==> src/aec_pkg.sv <==
package aec_pkg;
  // ****************************************
  // Widths and register offsets
  // ****************************************
  localparam int EQ_W = 4;
  localparam logic [7:0] REG_LANE1_ADAPTED = 8'h3B;
  localparam logic [7:0] REG_LANE2_ADAPTED = 8'h3C;
  localparam logic [7:0] REG_MIDCAPTURE = 8'h51;
  localparam logic [7:0] REG_HIT_THRESHOLDS = 8'h52;
  localparam logic [7:0] REG_ADAPT_CTRL = 8'h40;
  localparam logic [7:0] REG_LANE1_SHORT = 8'h41;
  localparam logic [7:0] REG_LANE2_SHORT = 8'h42;
  localparam logic [7:0] REG_LANE1_LONG = 8'h43;
  localparam logic [7:0] REG_LANE2_LONG = 8'h44;
  localparam logic [7:0] REG_HOST_EQ = 8'h45;
  // ****************************************
  // Reset values
  // ****************************************
  localparam logic [7:0] HIT_THRESHOLDS_RST = 8'h86;
  localparam logic [7:0] MIDCAPTURE_RST = 8'h07;
  localparam logic [7:0] ADAPT_CTRL_RST = 8'h06;
  localparam logic [7:0] CONN_EQ_RST = 8'h00;
  localparam logic [7:0] HOST_EQ_RST = 8'h00;
  // ****************************************
  // Field positions
  // ****************************************
  localparam int EQ_THR_LSB = 5;
  localparam int SWING_THR_MSB = 3;
  localparam int MERGE_BIT = 4;
  localparam int ENABLE_BIT = 2;
  localparam int HOST_L2_LSB = 4;
  // ****************************************
  // Constants
  // ****************************************
  localparam logic [6:0] ADDR_BASE = 7'h0E;
  localparam logic [7:0] HIT_SCALE = 8'h80;
  localparam int HIT_SHIFT = 7;
  localparam logic [1:0] STRAP_WAIT = 2'h3;
  localparam logic [3:0] SETTING_MAX = 4'hF;
  localparam logic [3:0] BIT_ACK = 4'h8;
  localparam logic [3:0] BIT_END = 4'h9;
  typedef enum logic [1:0] {
    MODE_FAST = 2'b00, MODE_FULL = 2'b01, MODE_TUNED = 2'b10, MODE_FIXMID = 2'b11
  } aec_mode_t;
  typedef enum logic [2:0] {
    ENG_IDLE = 3'b000, ENG_MID = 3'b001, ENG_VOD = 3'b010,
    ENG_EQP = 3'b011, ENG_EQN = 3'b100, ENG_FAST = 3'b101
  } aec_eng_t;
  typedef enum logic [2:0] {
    I_IDLE = 3'b000, I_ADDR = 3'b001, I_PTR = 3'b010, I_WDATA = 3'b011, I_RDATA = 3'b100
  } aec_i2c_t;
endpackage

==> src/aec_control.sv <==
`timescale 1ns/1ps
// Overview of operation
// - EQ search picks smallest EQ with hits >= mid*(128-eq threshold)/128; reset 4.
// - Swing search picks largest swing with hits >= mid*swing threshold/128; reset 6.
// - Threshold fields apply only in mode 2'b10; otherwise reset values used.
// - Full adaptation runs when mode is 1, 2 or 3 and enable set.
// - Fast adaptation runs when mode is 0 and enable set.
// - Fast adaptation only reachable under I2C configuration, never under straps.
// - Fast mode classifies channel short or long and applies matching preset.
// - Short channel uses per-lane short registers; host programs them 1-2 dB above loss.
// - Long channel uses per-lane long registers; host programs them 4-5 dB above loss.
// - Under I2C, full adaptation is enabled by default without any write.
// - Under straps, adaptation follows the active-low disable strap.
// - Config from straps or I2C; I2C sets each receiver independently.
// - Both address straps floating give target address 0x12.
// - Target address derives from the two address strap levels.
// - Fixed mode applies one setting from straps or short registers.
// - Mid-eye capture holds the programmed capture EQ in modes 10 and 11.
// - Pos/neg results merge to max, or to min when merge bit is 1 in mode 2'b10.
// - Per-lane status shows adapted EQ, also the fast-mode EQ.
module aec_control #(
  parameter int HC_W = 16
) (
  input wire logic clk_in,
  input wire logic rst_n_in,
  input wire logic config_mode_strap_in,
  input wire logic [1:0] host_eq_addr_strap_hi_in,
  input wire logic [1:0] host_eq_addr_strap_lo_in,
  input wire logic [3:0] conn_eq_straps_in,
  input wire logic adaptation_disable_strap_n_in,
  input wire logic scl_in,
  input wire logic sda_in,
  output wire logic sda_out,
  output wire logic sda_oe_n_out,
  input wire logic adapt_start_in,
  input wire logic hit_valid_in,
  input wire logic [HC_W-1:0] hit_count_in,
  input wire logic channel_valid_in,
  input wire logic [1:0] channel_long_in,
  output wire logic probe_req_out,
  output wire logic probe_lane_out,
  output wire logic probe_neg_out,
  output wire logic [aec_pkg::EQ_W-1:0] probe_swing_out,
  output wire logic adapt_busy_out,
  output wire logic [aec_pkg::EQ_W-1:0] conn_lane1_eq_out,
  output wire logic [aec_pkg::EQ_W-1:0] conn_lane2_eq_out,
  output wire logic [aec_pkg::EQ_W-1:0] host_lane1_eq_out,
  output wire logic [aec_pkg::EQ_W-1:0] host_lane2_eq_out
);
  import aec_pkg::*;

  // ****************************************
  // Helpers
  // ****************************************
  function automatic logic [3:0] pair_idx(input logic [1:0] hi, input logic [1:0] lo);
    logic [3:0] h;
    logic [3:0] l;
    h = {2'h0, hi[1] ? 2'h2 : hi};
    l = {2'h0, lo[1] ? 2'h2 : lo};
    return (h << 1) + h + l;
  endfunction

  function automatic logic [HC_W-1:0] scale_hits(input logic [HC_W-1:0] hc,
                                                 input logic [7:0] k);
    logic [HC_W+7:0] p;
    p = {8'h00, hc} * {{HC_W{1'b0}}, k};
    return p[HC_W+HIT_SHIFT-1:HIT_SHIFT];
  endfunction

  // ****************************************
  // Synchronisers and strap capture
  // ****************************************
  logic [9:0] strap_s1, strap_s2, strap, next_strap;
  logic [1:0] i2c_s1, i2c_s2, i2c_d;
  logic [1:0] cap_cnt, next_cap_cnt;
  logic cfg_ready, i2c_mode, adapt_en;
  logic [6:0] dev_addr;

  always_comb begin
    next_cap_cnt = cap_cnt;
    next_strap = strap;
    if (cap_cnt != STRAP_WAIT) begin
      next_cap_cnt = cap_cnt + 2'h1;
      next_strap = strap_s2;
    end
  end

  always_ff @(posedge clk_in or negedge rst_n_in) begin
    if (!rst_n_in) begin
      strap_s1 <= '0;
      strap_s2 <= '0;
      strap <= '0;
      cap_cnt <= '0;
      i2c_s1 <= 2'h3;
      i2c_s2 <= 2'h3;
      i2c_d <= 2'h3;
    end else begin
      strap_s1 <= {config_mode_strap_in, host_eq_addr_strap_hi_in, host_eq_addr_strap_lo_in,
                   conn_eq_straps_in, adaptation_disable_strap_n_in};
      strap_s2 <= strap_s1;
      strap <= next_strap;
      cap_cnt <= next_cap_cnt;
      i2c_s1 <= {scl_in, sda_in};
      i2c_s2 <= i2c_s1;
      i2c_d <= i2c_s2;
    end
  end

  assign cfg_ready = (cap_cnt == STRAP_WAIT);
  assign i2c_mode = strap[9];
  assign dev_addr = ADDR_BASE + {3'h0, pair_idx(strap[8:7], strap[6:5])};

  // ****************************************
  // Register file and I2C target
  // ****************************************
  aec_i2c_t ist, next_ist;
  logic [3:0] bitcnt, next_bitcnt;
  logic [7:0] rx, next_rx, tx, next_tx, ptr, next_ptr, rd_val;
  logic rw, next_rw, nack, next_nack, drv, next_drv;
  logic [7:0] ctrl, next_ctrl, thr, next_thr, midc, next_midc, host, next_host;
  logic [7:0] short1, next_short1, short2, next_short2, long1, next_long1, long2, next_long2;
  logic [3:0] stat1, stat2;
  logic scl_rise, scl_fall, i2c_start, i2c_stop;

  assign scl_rise = i2c_s2[1] & ~i2c_d[1];
  assign scl_fall = ~i2c_s2[1] & i2c_d[1];
  assign i2c_start = i2c_s2[1] & i2c_d[1] & i2c_d[0] & ~i2c_s2[0];
  assign i2c_stop = i2c_s2[1] & i2c_d[1] & ~i2c_d[0] & i2c_s2[0];

  always_comb begin
    case (ptr)
      REG_LANE1_ADAPTED: rd_val = {4'h0, stat1};
      REG_LANE2_ADAPTED: rd_val = {4'h0, stat2};
      REG_MIDCAPTURE: rd_val = midc;
      REG_HIT_THRESHOLDS: rd_val = thr;
      REG_ADAPT_CTRL: rd_val = ctrl;
      REG_LANE1_SHORT: rd_val = short1;
      REG_LANE2_SHORT: rd_val = short2;
      REG_LANE1_LONG: rd_val = long1;
      REG_LANE2_LONG: rd_val = long2;
      REG_HOST_EQ: rd_val = host;
      default: rd_val = 8'h00;
    endcase
  end

  always_comb begin
    next_ist = ist;
    next_bitcnt = bitcnt;
    next_rx = rx;
    next_tx = tx;
    next_ptr = ptr;
    next_rw = rw;
    next_nack = nack;
    next_drv = drv;
    next_ctrl = ctrl;
    next_thr = thr;
    next_midc = midc;
    next_host = host;
    next_short1 = short1;
    next_short2 = short2;
    next_long1 = long1;
    next_long2 = long2;
    if (i2c_start) begin
      next_ist = I_ADDR;
      next_bitcnt = 4'h0;
      next_drv = 1'b0;
    end else if (i2c_stop) begin
      next_ist = I_IDLE;
      next_drv = 1'b0;
    end else if (ist != I_IDLE && scl_rise) begin
      if (bitcnt < BIT_ACK) next_rx = {rx[6:0], i2c_s2[0]};
      else next_nack = i2c_s2[0];
      next_bitcnt = bitcnt + 4'h1;
    end else if (ist != I_IDLE && scl_fall) begin
      if (bitcnt == BIT_ACK) begin
        next_drv = 1'b0;
        case (ist)
          I_ADDR: begin
            if (rx[7:1] == dev_addr && i2c_mode) begin
              next_drv = 1'b1;
              next_rw = rx[0];
            end else begin
              next_ist = I_IDLE;
            end
          end
          I_PTR: begin
            next_drv = 1'b1;
            next_ptr = rx;
          end
          I_WDATA: begin
            next_drv = 1'b1;
            next_ptr = ptr + 8'h01;
            case (ptr)
              REG_MIDCAPTURE: next_midc = {3'h0, rx[MERGE_BIT:0]};
              REG_HIT_THRESHOLDS:
                next_thr = {rx[7:EQ_THR_LSB], 1'b0, rx[SWING_THR_MSB:0]};
              REG_ADAPT_CTRL: next_ctrl = {5'h00, rx[ENABLE_BIT:0]};
              REG_LANE1_SHORT: next_short1 = {4'h0, rx[3:0]};
              REG_LANE2_SHORT: next_short2 = {4'h0, rx[3:0]};
              REG_LANE1_LONG: next_long1 = {4'h0, rx[3:0]};
              REG_LANE2_LONG: next_long2 = {4'h0, rx[3:0]};
              REG_HOST_EQ: next_host = rx;
              default: next_ptr = ptr + 8'h01;
            endcase
          end
          default: next_drv = 1'b0;
        endcase
      end else if (bitcnt == BIT_END) begin
        next_bitcnt = 4'h0;
        next_drv = 1'b0;
        if (ist == I_ADDR) next_ist = rw ? I_RDATA : I_PTR;
        else if (ist == I_PTR) next_ist = I_WDATA;
        else if (ist == I_RDATA && nack) next_ist = I_IDLE;
        if ((ist == I_ADDR && rw) || (ist == I_RDATA && !nack)) begin
          next_tx = rd_val;
          next_drv = ~rd_val[7];
          next_ptr = ptr + 8'h01;
        end
      end else if (ist == I_RDATA) begin
        next_drv = ~tx[6];
        next_tx = {tx[6:0], 1'b0};
      end
    end
  end

  always_ff @(posedge clk_in or negedge rst_n_in) begin
    if (!rst_n_in) begin
      ist <= I_IDLE;
      bitcnt <= 4'h0;
      rx <= 8'h00;
      tx <= 8'h00;
      ptr <= 8'h00;
      rw <= 1'b0;
      nack <= 1'b0;
      drv <= 1'b0;
      ctrl <= ADAPT_CTRL_RST;
      thr <= HIT_THRESHOLDS_RST;
      midc <= MIDCAPTURE_RST;
      host <= HOST_EQ_RST;
      short1 <= CONN_EQ_RST;
      short2 <= CONN_EQ_RST;
      long1 <= CONN_EQ_RST;
      long2 <= CONN_EQ_RST;
    end else begin
      ist <= next_ist;
      bitcnt <= next_bitcnt;
      rx <= next_rx;
      tx <= next_tx;
      ptr <= next_ptr;
      rw <= next_rw;
      nack <= next_nack;
      drv <= next_drv;
      ctrl <= next_ctrl;
      thr <= next_thr;
      midc <= next_midc;
      host <= next_host;
      short1 <= next_short1;
      short2 <= next_short2;
      long1 <= next_long1;
      long2 <= next_long2;
    end
  end

  assign sda_out = 1'b0;
  assign sda_oe_n_out = ~drv;

  // ****************************************
  // Adaptation engine
  // ****************************************
  aec_mode_t mode;
  aec_eng_t eng, next_eng;
  logic lane, next_lane, done, next_done;
  logic [3:0] swing, next_swing, eq, next_eq, eqp, next_eqp, next_stat1, next_stat2;
  logic [3:0] mid_eq, eq_thr_ff, sw_thr;
  logic [2:0] eq_thr;
  logic [HC_W-1:0] mid_hits, next_mid_hits, eq_target, sw_target;
  logic merge_min;

  assign mode = i2c_mode ? aec_mode_t'(ctrl[1:0]) : MODE_FULL;
  assign adapt_en = cfg_ready && (i2c_mode ? ctrl[ENABLE_BIT] : strap[0]);
  assign eq_thr = (mode == MODE_TUNED) ? thr[7:EQ_THR_LSB] :
                  HIT_THRESHOLDS_RST[7:EQ_THR_LSB];
  assign sw_thr = (mode == MODE_TUNED) ? thr[SWING_THR_MSB:0] :
                  HIT_THRESHOLDS_RST[SWING_THR_MSB:0];
  assign eq_thr_ff = {1'b0, eq_thr};
  assign eq_target = scale_hits(mid_hits, HIT_SCALE - {4'h0, eq_thr_ff});
  assign sw_target = scale_hits(mid_hits, {4'h0, sw_thr});
  assign mid_eq = mode[1] ? midc[3:0] : MIDCAPTURE_RST[3:0];
  assign merge_min = (mode == MODE_TUNED) && midc[MERGE_BIT];

  always_comb begin
    logic [3:0] res;
    res = (merge_min ? (eqp < eq) : (eqp > eq)) ? eqp : eq;
    next_eng = eng;
    next_lane = lane;
    next_done = done;
    next_swing = swing;
    next_eq = eq;
    next_eqp = eqp;
    next_mid_hits = mid_hits;
    next_stat1 = stat1;
    next_stat2 = stat2;
    case (eng)
      ENG_IDLE: begin
        if (adapt_start_in && adapt_en) begin
          next_lane = 1'b0;
          next_done = 1'b0;
          next_eng = (mode == MODE_FAST) ? ENG_FAST : ENG_MID;
        end
      end
      ENG_MID: begin
        if (hit_valid_in) begin
          next_mid_hits = hit_count_in;
          next_swing = SETTING_MAX;
          next_eng = ENG_VOD;
        end
      end
      ENG_VOD: begin
        if (hit_valid_in) begin
          if (hit_count_in >= sw_target || swing == 4'h0) begin
            next_eq = 4'h0;
            next_eng = ENG_EQP;
          end else begin
            next_swing = swing - 4'h1;
          end
        end
      end
      ENG_EQP: begin
        if (hit_valid_in) begin
          if (hit_count_in >= eq_target || eq == SETTING_MAX) begin
            next_eqp = eq;
            next_eq = 4'h0;
            next_eng = ENG_EQN;
          end else begin
            next_eq = eq + 4'h1;
          end
        end
      end
      ENG_EQN: begin
        if (hit_valid_in) begin
          if (hit_count_in >= eq_target || eq == SETTING_MAX) begin
            if (lane) begin
              next_stat2 = res;
              next_done = 1'b1;
              next_eng = ENG_IDLE;
            end else begin
              next_stat1 = res;
              next_lane = 1'b1;
              next_eng = ENG_MID;
            end
          end else begin
            next_eq = eq + 4'h1;
          end
        end
      end
      ENG_FAST: begin
        if (channel_valid_in) begin
          next_stat1 = channel_long_in[0] ? long1[3:0] : short1[3:0];
          next_stat2 = channel_long_in[1] ? long2[3:0] : short2[3:0];
          next_done = 1'b1;
          next_eng = ENG_IDLE;
        end
      end
      default: next_eng = ENG_IDLE;
    endcase
    if (!adapt_en) next_eng = ENG_IDLE;
  end

  // ****************************************
  // Equalizer outputs
  // ****************************************
  logic [3:0] c1, c2, h1, h2, next_c1, next_c2, next_h1, next_h2, probe_eq, fix1, fix2;
  logic searching;

  assign searching = (eng == ENG_MID) || (eng == ENG_VOD) || (eng == ENG_EQP) || (eng == ENG_EQN);
  assign probe_eq = (eng == ENG_EQP || eng == ENG_EQN) ? eq : mid_eq;
  assign fix1 = i2c_mode ? short1[3:0] : pair_idx(strap[4:3], strap[2:1]);
  assign fix2 = i2c_mode ? short2[3:0] : pair_idx(strap[4:3], strap[2:1]);

  always_comb begin
    next_c1 = (adapt_en && done) ? stat1 : fix1;
    next_c2 = (adapt_en && done) ? stat2 : fix2;
    if (searching && !lane) next_c1 = probe_eq;
    if (searching && lane) next_c2 = probe_eq;
    next_h1 = i2c_mode ? host[3:0] : pair_idx(strap[8:7], strap[6:5]);
    next_h2 = i2c_mode ? host[HOST_L2_LSB+3:HOST_L2_LSB] : pair_idx(strap[8:7], strap[6:5]);
  end

  always_ff @(posedge clk_in or negedge rst_n_in) begin
    if (!rst_n_in) begin
      eng <= ENG_IDLE;
      lane <= 1'b0;
      done <= 1'b0;
      swing <= 4'h0;
      eq <= 4'h0;
      eqp <= 4'h0;
      mid_hits <= '0;
      stat1 <= 4'h0;
      stat2 <= 4'h0;
      c1 <= 4'h0;
      c2 <= 4'h0;
      h1 <= 4'h0;
      h2 <= 4'h0;
    end else begin
      eng <= next_eng;
      lane <= next_lane;
      done <= next_done;
      swing <= next_swing;
      eq <= next_eq;
      eqp <= next_eqp;
      mid_hits <= next_mid_hits;
      stat1 <= next_stat1;
      stat2 <= next_stat2;
      c1 <= next_c1;
      c2 <= next_c2;
      h1 <= next_h1;
      h2 <= next_h2;
    end
  end

  assign probe_req_out = searching;
  assign probe_lane_out = lane;
  assign probe_neg_out = (eng == ENG_EQN);
  assign probe_swing_out = swing;
  assign adapt_busy_out = (eng != ENG_IDLE);
  assign conn_lane1_eq_out = c1;
  assign conn_lane2_eq_out = c2;
  assign host_lane1_eq_out = h1;
  assign host_lane2_eq_out = h2;
endmodule

==> config.mk <==
export PLATFORM = sky130hd
export DESIGN_NAME = aec_control
export DESIGN_NICKNAME = d
export VERILOG_FILES = /design/src/aec_pkg.sv /design/src/aec_control.sv
export SDC_FILE = /design/constraint.sdc
export NUM_CORES = 1
export LEC_CHECK = 0
export BUFFER_PORTS_ARGS = -buffer_cell sky130_fd_sc_hd__buf_2
export CORE_MARGIN = 3
export CORE_UTILIZATION = 45
export CTS_CLUSTER_SIZE = 16
export DETAILED_ROUTE_END_ITERATION = 10
export PLACE_DENSITY = 0.61
export SETUP_SLACK_MARGIN = 0.4
export SYNTH_ARGS = -nofsm -noshare
export SYNTH_HDL_FRONTEND = slang
export SYNTH_SLANG_ARGS = --single-unit
==> constraint.sdc <==
create_clock -name clk_in -period 9.2 [get_ports clk_in]
set_input_delay 0.92 -clock clk_in [delete_from_list [all_inputs] [get_ports clk_in]]
set_output_delay 0.92 -clock clk_in [all_outputs]
set_load 0.005 [all_outputs]
## Yosys cells after proc, flatten, opt, wreduce, memory -nomap -nowiden

Cells that the tools add are included.
W data, S select, Z words.

| operators by class | value |
|---|---|
| multiply operators | 2 |
| bitwise operators | 19 |
| mux-type cells | 101 |
| reductions and logical operators | 66 |
| $add $sub $neg | 11 |
| magnitude comparators | 5 |
| equal/unequal tests | 54 |

Operators by type and width:

| operator | count |
|---|---|
| $mux W4 | 37 |
| $pmux W8 S10 | 1 |
| $reduce_and A7 Y1 | 11 |
| $mux W3 | 24 |
| $eq A8 B7 Y1 const B | 8 |
| $ne A3 B3 Y1 const B | 10 |
| $mux W8 | 3 |
| $ne A2 B2 Y1 const B | 12 |
| $pmux W4 S2 | 3 |
| $mul A16 B8 Y23 | 1 |
| $mux W7 | 3 |
| $reduce_bool A3 Y1 | 7 |
| $mul A16 B4 Y20 | 1 |
| $reduce_and A4 Y1 | 5 |
| $mux W1 | 19 |
| $pmux W3 S6 | 1 |
| $reduce_and A6 Y1 | 3 |
| $eq A8 B6 Y1 const B | 2 |
| $ge A16 B13 Y1 | 1 |
| $ge A16 B16 Y1 | 1 |
| $pmux W8 S2 | 1 |
| $eq A3 B2 Y1 const B | 4 |
| $eq A4 B4 Y1 const B | 3 |
| $logic_and A1 B1 Y1 | 12 |
| 39 further kinds | 85 |

| storage, ports and cells | value |
|---|---|
| output and inout port bits | 26 |
| bits of input ports | 35 |
| register bits | 167 |

## Depth between registers and ports, before layout

Gate-level depths: netlist of the first run.

| logic depth | value |
|---|---|
| word-level depth | 13 |
| mapped depth | 32 |

## Worst setup path before layout of the first run

Ideal clock, no wire load.

| timing | value |
|---|---|
| kind | flip-flop to flip-flop |
| start point | register ctrl[1] |
| end point | register stat1[0] |
| data required time | 9075 ps |
| arrival | 7054 ps |
| setup time | 125 ps |
| stages on the path, launching flop included | 31 |
| path buffers | 3 |
| path slack | 2021 ps |
| cells stage by stage | dfstp_2 -> and3b_1 -> buf_2 -> nand2_1 -> ha_1 -> ha_1 -> clkbuf_1 -> nor2b_1 -> fa_1 -> fa_1 -> fa_1 -> inv_1 -> fa_1 -> inv_1 -> ha_1 -> a21oi_1 -> a21boi_0 -> o21ai_0 -> o211a_4 -> o21bai_4 -> a21o_1 -> xnor2_1 -> ha_1 -> a21o_1 -> a21o_1 -> a21oi_1 -> o211ai_1 -> a21o_1 -> buf_2 -> a41oi_2 -> mux2_2 |

| between the ends | value |
|---|---|
| longest elaborated chain between the ends | 9 |
| elaborated cells between the ends (all ways) | 16 |
| those cells by class | add/sub: 1; mul: 1; order compare: 1; eq/ne: 2; mux: 8; reduce/logical: 3 |

Ends and longest elaborated chain:

| item | RTL line | source |
|---|---|---|
| from (decl) | aec_control.sv:120 | `logic [7:0] ctrl, next_ctrl, thr, next_thr, midc, next_midc, host, next_host;` |
| from (signal assigned) | aec_control.sv:253 | `ctrl <= next_ctrl;` |
| $mux W2 * | aec_control.sv:279 | `assign mode = i2c_mode ? aec_mode_t'(ctrl[1:0]) : MODE_FULL;` |
| $eq A2 B2 Y1 * | aec_control.sv:281, aec_control.sv:289 |  |
| $mux W3 / $logic_and A1 B1 Y1 (equally long branches) | aec_control.sv:281, aec_control.sv:289 |  |
| $sub A8 B3 Y8 / $mux W1 (equally long branches) | aec_control.sv:286, aec_control.sv:293 |  |
| $mul A16 B8 Y23 / $mux W4 (equally long branches) | aec_control.sv:66, aec_control.sv:293 |  |
| $ge A16 B16 Y1 / $mux W4 (equally long branches) | aec_control.sv:341, aec_control.sv:342 |  |
| $logic_or A1 B1 Y1 / $mux W4 (equally long branches) | aec_control.sv:341 | `if (hit_count_in >= eq_target \|\| eq == SETTING_MAX) begin` |
| $ne A2 B1 Y1 (no line) / $mux W4 (equally long branches) | n/a |  |
| $reduce_and A5 Y1 (no line) / $pmux W4 S2 (equally long branches) | n/a |  |
| to (signal assigned) | aec_control.sv:412 | `stat1 <= next_stat1;` |
| to (decl) | aec_control.sv:122 | `logic [3:0] stat1, stat2;` |

Every way passes the cells marked *; elsewhere a longest branch is shown, timed or not. The select of a mux whose other input is x is not followed.
A chain may end at the register's enable or synchronous reset.

## Final worst setup path of the first run

Same ends and word-level chain as after synthesis.

==> summary.txt, run 1 <==
STA
  – Total setup violations reported at the end of the flow: 0
  – Final worst path period share: 0.8599
  – Achievable frequency: 126.4 MHz
  – TNS Setup: 0 ns
  – Worst slew pin tran: 0.9555 ns
  – Max_slew headroom: 0.3630
  – Final max-slew violation count: 0
  – Min Clock Period, post-route: about 8 ns
  – Unrepaired setup endpoints after global routing: false
  – Worst Skew: approximately 0.013 ns
  – Hold Fails Final Rpt: 0

Floorplan
  – Number of placement rows: between 60 and 70
  – I/O pin count: ~60
  – Die outline width: roughly 190 µm
  – Die height: ~190 µm
  – Core outline area: a little over 30,000 µm²
  – Initial core utilization: 0.4645
  – Total Die Area: 34,260 µm²

Placement
  – Routability cong.: between 0.8 and 0.9
  – Port bufs: 59
  – Post-DP HPWL: approximately 27,000 µm

Clock tree
  – Number of buffers inserted during clock tree synthesis: 17
  – Clock transition at path regs: 0.07 ns
  – Clock insertion delay at the later pin of the skew report: between 0.4 and 0.5 ns
  – Number of gates resized after CTS: 0
  – Clock Tree Root: sky130_fd_sc_hd__clkbuf_16
  – Buffer count from post-CTS setup fixing: 0
  – CTS sink cnt: around 170
  – TritonCTS clock tree: yes
  – Hold Buf Count CTS: 0
  – H-Tree Level Count: 4
  – Maximum clock path buffer count: 2

Setup path
  – Highest-delay cell along the critical path: sky130_fd_sc_hd__dfstp_2
  – Kind of end point of the critical path: register
  – Top fanout value on the critical path: 16
  – Worst EP required: 9.52 ns
  – Buffers and inverters on the worst path: 4
  – Data arrival, critical path: 8.23 ns
  – Worst setup path start: ctrl[1]$_DFFE_PN1P_
  – Dominant delay contributor by cell family on the critical path: adder cells
  – Critical path class: register to register
  – Crit Reg-Reg Startpoint: ctrl[1]$_DFFE_PN1P_
  – Critical path launch point type: register
  – Slowest stage delay, CP: about 0.6 ns

GRT
  – Global-route wire length before repair: approximately 57,000 µm
  – Combined global-route utilization of all metal layers: 0.2095
  – Overall overflow remaining after global route: 0
  – Vias in the first global route: ~11,000
  – Initial antenna violation count: 0
  – Pin count of the biggest net entering global routing: 90

Drt
  – Average via count per standard cell: around 5.6
  – Detailed-route DRC error count: 0
  – Violation count after the first detailed-route iteration: 628
  – Average detailed-routed wire length per instance: 17.68 µm
  – Antenna Violating Nets Remaining: 0
  – Wirelength, routed: around 34,000 µm
  – Detailed-route via count: roughly 11,000
  – First-pass iteration count of the detailed router: 5

Worst hold path
  – Hold path startpoint: strap_s1[6]$_DFF_PN0_
  – Path type of the worst min-delay path: register to register

Logic synthesis
  – Area share of and/or/nand/nor cells after synthesis: 0.1651
  – Number of distinct library cells after synthesis: approximately 80
  – Most common library cells after synthesis: sky130_fd_sc_hd__inv_1, sky130_fd_sc_hd__nand2_1, sky130_fd_sc_hd__dfrtp_1, sky130_fd_sc_hd__ha_1, sky130_fd_sc_hd__fa_1
  – FF+latch count, synth: 167
  – Fraction of synthesis flops using an asynchronous set or reset pin: 1.000
  – Largest family of logic cells by synthesized area: adder cells
  – Warnings from Yosys: 0
  – XOR/XNOR share of the synthesized area: 0.02609
  – Number of nets in the synthesized netlist: 1,753
  – Post-synthesis instance area: about 14,000 µm²
  – Mean instance size in the synthesized netlist: slightly below 10 µm²
  – Post-synthesis cell type with the largest combined area: sky130_fd_sc_hd__dfrtp_1
  – Share of the yosys chip area belonging to registers: 0.2908
  – Primary flip-flop cell chosen by synthesis mapping: sky130_fd_sc_hd__dfrtp_1
  – Top cell type's share of synthesized area: 0.2653
  – Mux share of post-synthesis cell area: 0.08505
  – Post-synthesis instance total: approximately 1,500
  – Most area-consuming cells after synthesis: sky130_fd_sc_hd__dfrtp_1, sky130_fd_sc_hd__fa_1, sky130_fd_sc_hd__ha_1, sky130_fd_sc_hd__mux2_2, sky130_fd_sc_hd__inv_1
  – Compound-Gate Fraction of Synth Area: 0.1222
  – Most common cell in the synthesized netlist: sky130_fd_sc_hd__inv_1
  – Number of flops mapped to enable cells by yosys: 0
  – Post-synthesis share of cell area spent on full adders, half adders and majority gates: 0.2481

Run
  – Number of maximum-capacitance constraint violations: 0

Status
  – Result of the run: complete, no violations

Layout
  – Final-stage net count: between 1,500 and 2,000
  – Signed area change from the synthesized netlist to the final layout: 7.759%
  – Fraction of layout cells with a size suffix above 1: 0.1462
  – Diodes inserted: 0
## worst paths after layout
check	slack (ns)	cells past startpoint	to
worst max-delay path	1.29	27	stat1[0]$_DFFE_PN0P_
worst min-delay path	0.34	0	strap_s2[6]$_DFF_PN0_
worst max register to register	1.29	27	stat1[0]$_DFFE_PN0P_
worst min register to register	0.34	0	strap_s2[6]$_DFF_PN0_
max in group asynchronous	7.14	2	strap_s2[9]$_DFF_PN0_
min in group asynchronous	0.54	1	long1[0]$_DFFE_PN0P_
## flip-flops by register name, indices dropped and copies added (netlist names), 5 cells and up
register and count:
strap 10, thr 7, ptr 8, rx 8, tx 7, strap_s2 10, midc 5, mid_hits 16
strap_s1 10, host 8
## stage by stage
step                      std cells  area [µm²]  hold slack (ns)  worst slack [ns]    util
after floorplan                1496       14430           0.3312             2.021       -
final                          1921       15550           0.3415             1.289  0.5006
after global routing           1921       15550           0.3434            0.7024  0.5006
after detailed placement       1889       14980           0.3358             1.328  0.4823
after global placement         1889       14980           0.3349             1.474  0.4823
after CTS                      1921       15550           0.3476             1.296  0.5006
## cells in the final DEF (no fill, tap or decap), drive strengths merged, types with 14 or more instances in the layout
master | Yosys | final
inv | 166 | 172
nand2 | 159 | 159
dfrtp | 153 | 153
ha | 115 | 115
fa | 107 | 107
mux2 | 93 | 93
a21oi | 66 | 66
o21ai | 64 | 64
buf | 17 | 62
and2 | 61 | 61
nor2 | 54 | 54
nor2b | 44 | 44
xnor2 | 31 | 31
a21o | 28 | 28
nand3 | 27 | 27
nand2b | 20 | 20
mux2i | 18 | 18
a211oi | 17 | 17
clkbuf | 48 | 17
nand4 | 16 | 16
nor3 | 15 | 15
dfstp | 14 | 14
## cell type report
cell class              count  area, µm²
well taps                 396      495.5
multi-input cells        1098       9345
fillers                  2908      15520
inverters                 166      623.1
flip-flops and latches    167       4197
repair buffers             62      324.1
clock inverters            15      142.6
clock buffers              17      425.4
## layer usage
metal / vias up / track usage / wire length, µm / part of all wire
li1: 5092 / - / - / -
met1: 5348 / 0.2803 / 15150 / 0.45
met2: 201 / 0.3531 / 16690 / 0.49
met3: 51 / 0.02808 / 1192 / 0.035
met4: 0 / 0.06993 / 935 / 0.028
met5: - / 0 / 0 / 0
## cells by family after synthesis
group / after synthesis
compound gates: 264
xor+xnor: 43
fa+ha+maj: 222
buf+inv: 231
flops: 167
mux: 111
other cells: 1
simple gates: 457
Power of run 1 is not shown: default switching activity piles up to over one toggle a cycle in this logic, so the estimate is an artifact.
==> inputs of run 2 (changes only) <==
Settings changed: PLACE_DENSITY 0.61 to default.
==> run 2 against run 1 <==
Against the previous run:
- first-iteration DRC count fell by 7.2%
- hold slack improved by 0.0016 ns
- design area rose by 0.21%
- non-clock buffer count did not move
- die area did not move
- core utilization rose by 0.10 points
- critical path depth rose by 1
- routed wire length rose by 0.80%
- final cell count did not move
- clock skew rose by 0.0015 ns
- flip-flop and latch count did not move
- maximum frequency fell by 1.2%
- critical path type unchanged
- highest routed layer unchanged
==> summary.txt, run 2 (synthesized netlist as in run 1, its figures left out) <==
STA
  – Worst slew pin tran: 0.9342 ns
  – Total setup violations reported at the end of the flow: 0
  – Unrepaired setup endpoints after global routing: false
  – Final max-slew violation count: 0
  – Max_slew headroom: 0.3772
  – TNS Setup: 0 ns
  – Worst Skew: approximately 0.014 ns
  – Final worst path period share: 0.8705
  – Achievable frequency: about 120 MHz
  – Hold Fails Final Rpt: 0
  – Min Clock Period, post-route: 8.009 ns

Floorplan
  – Core outline area: ~31,000 µm²
  – Number of placement rows: 64
  – Die outline width: 185.1 µm
  – Die height: roughly 190 µm
  – I/O pin count: 61
  – Initial core utilization: 0.4645
  – Total Die Area: roughly 34,000 µm²

Run
  – Number of maximum-capacitance constraint violations: 0

GRT
  – Global-route wire length before repair: 57,080 µm
  – Vias in the first global route: 10,810
  – Combined global-route utilization of all metal layers: 0.2100
  – Overall overflow remaining after global route: 0
  – Pin count of the biggest net entering global routing: 95
  – Initial antenna violation count: 0

Setup path
  – Highest-delay cell along the critical path: sky130_fd_sc_hd__fa_1
  – Critical path launch point type: register
  – Top fanout value on the critical path: 35
  – Kind of end point of the critical path: register
  – Worst EP required: 9.51 ns
  – Worst r2r path cells: 28
  – Critical path class: register to register
  – Crit Reg-Reg Startpoint: strap[9]$_DFFE_PN0P_
  – Slowest stage delay, CP: approximately 0.54 ns
  – RR Endpoint: stat1[1]$_DFFE_PN0P_
  – Register-to-Register Setup Slack: ~1.2 ns
  – Data arrival, critical path: ~8.3 ns

Worst hold path
  – Hold path startpoint: strap_s1[8]$_DFF_PN0_
  – Capture endpoint of the worst hold path: strap_s2[8]$_DFF_PN0_
  – Hold Path Cell Cnt: 0
  – Path type of the worst min-delay path: register to register

Status
  – Result of the run: complete, no violations

Layout
  – Fillers: 2,883
  – Number of flip-flops in the largest register: 16
  – Diodes inserted: 0
  – Most frequent cells in the layout: sky130_fd_sc_hd__inv_1, sky130_fd_sc_hd__nand2_1, sky130_fd_sc_hd__dfrtp_1, sky130_fd_sc_hd__ha_1, sky130_fd_sc_hd__fa_1
  – Fraction of layout cells with a size suffix above 1: 0.1462
  – Final-stage net count: 1,769
  – Most common cell after layout, fill and taps aside: sky130_fd_sc_hd__inv_1
  – Signed area change from the synthesized netlist to the final layout: 7.984%
  – Register ranked first by flip-flop count: mid_hits

Clock tree
  – Number of gates resized after CTS: 0
  – Number of buffers inserted during clock tree synthesis: 17
  – Clock Tree Root: sky130_fd_sc_hd__clkbuf_16
  – Buffer count from post-CTS setup fixing: 0
  – CTS sink cnt: 167
  – H-Tree Level Count: 4
  – Maximum clock path buffer count: 2
  – Hold Buf Count CTS: 0
  – Clock transition at path regs: ~0.07 ns
  – TritonCTS clock tree: yes
  – Clock insertion delay at the later pin of the skew report: about 0.44 ns

Drt
  – Detailed-route via count: 10,600
  – Antenna Violating Nets Remaining: 0
  – Wirelength, routed: 34,230 µm
  – Violation count after the first detailed-route iteration: between 500 and 600
  – Detailed-route DRC error count: 0
  – Average detailed-routed wire length per instance: 17.82 µm
  – First-pass iteration count of the detailed router: 5
  – Average via count per standard cell: 5.519

Placement
  – Routability cong.: roughly 0.87
  – Post-DP HPWL: 26,590 µm
  – Port bufs: 59
run 2: changes by cell type in the layout (fill, tap and decap cells not counted):
cell                         before  now
sky130_fd_sc_hd__clkinv_2         3    0
sky130_fd_sc_hd__clkinv_4         2    4
sky130_fd_sc_hd__clkinv_8         2    4
sky130_fd_sc_hd__clkbuf_8         0    1
sky130_fd_sc_hd__clkinvlp_4       2    1
sky130_fd_sc_hd__inv_6            2    1
run 2: final cells by class:
cell class              instances  area (µm²)  area share
multi-input cells            1098        9345      0.5996
well taps                     396       495.5     0.03179
flip-flops and latches        167        4197      0.2693
inverters                     166       623.1     0.03998
clock inverters                14       161.4     0.01036
repair buffers                 62       324.1     0.02079
clock buffers                  18       439.2     0.02818
run 2: routing by layer:
layer,global-route usage,routed length [µm],share of wire,vias up
li1,-,-,-,5112
met1,0.2875,15770,0.46,5244
met2,0.3506,16530,0.48,197
met3,0.02141,1001,0.029,49
met4,0.07143,926,0.027,0
met5,0,0,0,-
run 2: metrics by stage:
stage	worst slack [ns]	cells	instance area, µm²	utilization	hold slack, ns
after global routing	0.5914	1921	15580	0.5016	0.3484
after CTS	1.221	1921	15580	0.5016	0.3472
after detailed placement	1.273	1889	14980	0.4823	0.3347
after floorplan	2.021	1496	14430	-	0.3312
after global placement	1.401	1889	14980	0.4823	0.3341
final	1.191	1921	15580	0.5016	0.3431
run 2: worst max-delay path by stage:
stage,start,end,slack [ns],depth (start not counted)
floorplan,ctrl[1]$_DFFE_PN1P_,stat1[0]$_DFFE_PN0P_,2.02,30
global placement,strap[9]$_DFFE_PN0P_,stat1[1]$_DFFE_PN0P_,1.40,29
detailed placement,strap[9]$_DFFE_PN0P_,stat2[0]$_DFFE_PN0P_,1.27,29
CTS,strap[9]$_DFFE_PN0P_,stat2[0]$_DFFE_PN0P_,1.22,28
global route,strap[9]$_DFFE_PN0P_,stat2[0]$_DFFE_PN0P_,0.59,28
finish,strap[9]$_DFFE_PN0P_,stat1[1]$_DFFE_PN0P_,1.19,28
run 2: critical path, delay by kind of cell (launching register included):
kind                       cells  cell delay [ns]
AOI/OAI and AO/OA              8             2.08
adders and majority gates      8             3.27
buffers and inverters          5             0.53
xor gates and xnor gates       1             0.19
muxes                          1             0.38
and+or+nand+nor                5             1.08
DFF                            1             0.33
Power of run 2 is left out for the same reason.
==> inputs of run 3 (changes only) <==
Settings changed: CORE_ASPECT_RATIO from default to 0.5.
==> run 3 against run 2 <==
Against the previous run:
- maximum frequency down 0.19%
- flip-flop and latch count unchanged
- final cell count up 1.4%
- setup slack worse by 0.015 ns
- first-iteration DRC count up 36%
- routed wire length up 2.1%
- design area up 0.34%
- non-clock buffer count unchanged
- sequential share of layout area down 0.091 points
- die area up 0.38%
- critical endpoint is now stat2[2]$_DFFE_PN0P_
- highest routed layer unchanged
==> summary.txt, run 3 (synthesized netlist as in run 1, its figures left out) <==
Placement
  – Port bufs: 59
  – Routability cong.: between 0.8 and 0.9
  – Post-DP HPWL: 27,150 µm
  – Number of cells in the design after placement: 1,916

Drt
  – Wirelength, routed: between 30,000 and 40,000 µm
  – Detailed-route DRC error count: 0
  – Violation count after the first detailed-route iteration: slightly below 800
  – Average detailed-routed wire length per instance: 17.94 µm
  – Antenna Violating Nets Remaining: 0
  – First-pass iteration count of the detailed router: 5
  – Detailed-route via count: around 11,000
  – Average via count per standard cell: around 5.6

GRT
  – Global-route wire length before repair: 58,180 µm
  – Initial antenna violation count: 0
  – Pin count of the biggest net entering global routing: 91
  – Combined global-route utilization of all metal layers: 0.2109
  – Vias in the first global route: 11,080
  – Overall overflow remaining after global route: 0

Setup path
  – Top fanout value on the critical path: 16
  – Critical path launch point type: register
  – Highest-delay cell along the critical path: sky130_fd_sc_hd__dfstp_2
  – Worst EP required: 9.53 ns
  – Critical path class: register to register
  – Data arrival, critical path: between 8 and 9 ns
  – Register-to-Register Setup Slack: ~1.2 ns
  – Slowest stage delay, CP: between 0.6 and 0.7 ns
  – Kind of end point of the critical path: register

Floorplan
  – Die outline width: about 260 µm
  – Core outline area: 30,970 µm²
  – Number of placement rows: 45
  – I/O pin count: just over 60
  – Total Die Area: 34,390 µm²
  – Initial core utilization: 0.4661
  – Die height: around 130 µm

STA
  – TNS Setup: 0 ns
  – Final worst path period share: 0.8722
  – Unrepaired setup endpoints after global routing: false
  – Worst slew pin tran: just over 1 ns
  – Hold Fails Final Rpt: 0
  – Max_slew headroom: 0.3189
  – Worst Skew: 0.01074 ns
  – Final max-slew violation count: 0
  – Min Clock Period, post-route: approximately 8 ns
  – Achievable frequency: 124.6 MHz
  – Total setup violations reported at the end of the flow: 0

Clock tree
  – Number of buffers inserted during clock tree synthesis: 17
  – Clock Tree Root: sky130_fd_sc_hd__clkbuf_16
  – CTS sink cnt: 167
  – Number of gates resized after CTS: 0
  – TritonCTS clock tree: yes
  – Buffer count from post-CTS setup fixing: 0
  – Clock transition at path regs: ~0.08 ns
  – Maximum clock path buffer count: 2
  – H-Tree Level Count: 4
  – Hold Buf Count CTS: 0
  – Clock insertion delay at the later pin of the skew report: 0.43 ns

Layout
  – Number of flip-flops in the largest register: 16
  – Core utilization of the finished layout: 0.5050
  – Diodes inserted: 0
  – Register ranked first by flip-flop count: mid_hits
  – Fraction of layout cells with a size suffix above 1: 0.1462
  – Most common cell after layout, fill and taps aside: sky130_fd_sc_hd__inv_1
  – Final-stage net count: 1,769
  – Signed area change from the synthesized netlist to the final layout: 8.349%
  – Filler-free cell count of the finished design: 1,948
  – Most frequent cells in the layout: sky130_fd_sc_hd__inv_1, sky130_fd_sc_hd__nand2_1, sky130_fd_sc_hd__dfrtp_1, sky130_fd_sc_hd__ha_1, sky130_fd_sc_hd__fa_1

Worst hold path
  – Path type of the worst min-delay path: register to register

Status
  – Result of the run: complete, no violations

Run
  – Number of maximum-capacitance constraint violations: 0
## run 3: cell types whose count changed in the layout (fill, tap and decap cells not counted)
cell,previous run,this run
sky130_fd_sc_hd__inv_6,1,5
sky130_fd_sc_hd__bufinv_16,0,1
sky130_fd_sc_hd__clkinv_8,4,5
sky130_fd_sc_hd__clkinv_2,0,1
sky130_fd_sc_hd__clkinv_4,4,1
sky130_fd_sc_hd__clkinvlp_4,1,0
sky130_fd_sc_hd__inv_8,4,1
## run 3: worst paths after layout
path / startpoint / endpoint / cells after the start
worst max-delay path: ctrl[1]$_DFFE_PN1P_ / stat2[2]$_DFFE_PN0P_ / 28
worst min register to register: strap_s1[5]$_DFF_PN0_ / strap_s2[5]$_DFF_PN0_ / 0
max in group asynchronous: rst_n_in / ctrl[0]$_DFFE_PN0P_ / 2
worst max register to register: ctrl[1]$_DFFE_PN1P_ / stat2[2]$_DFFE_PN0P_ / 28
min in group asynchronous: rst_n_in / nack$_DFFE_PN0P_ / 1
worst min-delay path: strap_s1[5]$_DFF_PN0_ / strap_s2[5]$_DFF_PN0_ / 0
## run 3: final cells by class
| class | count | area (µm²) |
|---|---|---|
| inverters | 166 | 623.1 |
| repair buffers | 62 | 324.1 |
| fillers | 2838 | 15330 |
| clock inverters | 14 | 180.2 |
| clock buffers | 18 | 439.2 |
| multi-input cells | 1098 | 9345 |
| well taps | 423 | 529.3 |
| flip-flops and latches | 167 | 4197 |
## run 3: metrics by stage
stage / cell area, µm² / setup WS (ns) / hold slack, ns
2_1_floorplan: 14430 / 2.021 / 0.3312
3_3_place_gp: 15020 / 1.445 / 0.3337
3_5_place_dp: 15020 / 1.260 / 0.3355
4_1_cts: 15640 / 1.249 / 0.3559
5_1_grt: 15640 / 0.6790 / 0.3591
6_report: 15640 / 1.176 / 0.3539
## run 3: routing by layer
layer  vias up  routed length (µm)  track usage
met3        50                1790      0.03959
met1      5381               15670       0.2832
met2       280               16760       0.3505
met4         0                 723      0.05935
li1       5111                   -            -
met5         -                   0            0
## run 3: critical path, delay by kind of cell (launching register included)
family	cells	cell delay (ns)
buffers and inverters	3	0.14
XOR/XNOR	1	0.24
multiplexers	1	0.38
flip-flops	1	0.62
adder cells (fa/ha/maj)	8	3.37
AND/OR/NAND/NOR	4	0.87
AO/OA/AOI/OAI	11	2.31
Power of run 3 is left out for the same reason.
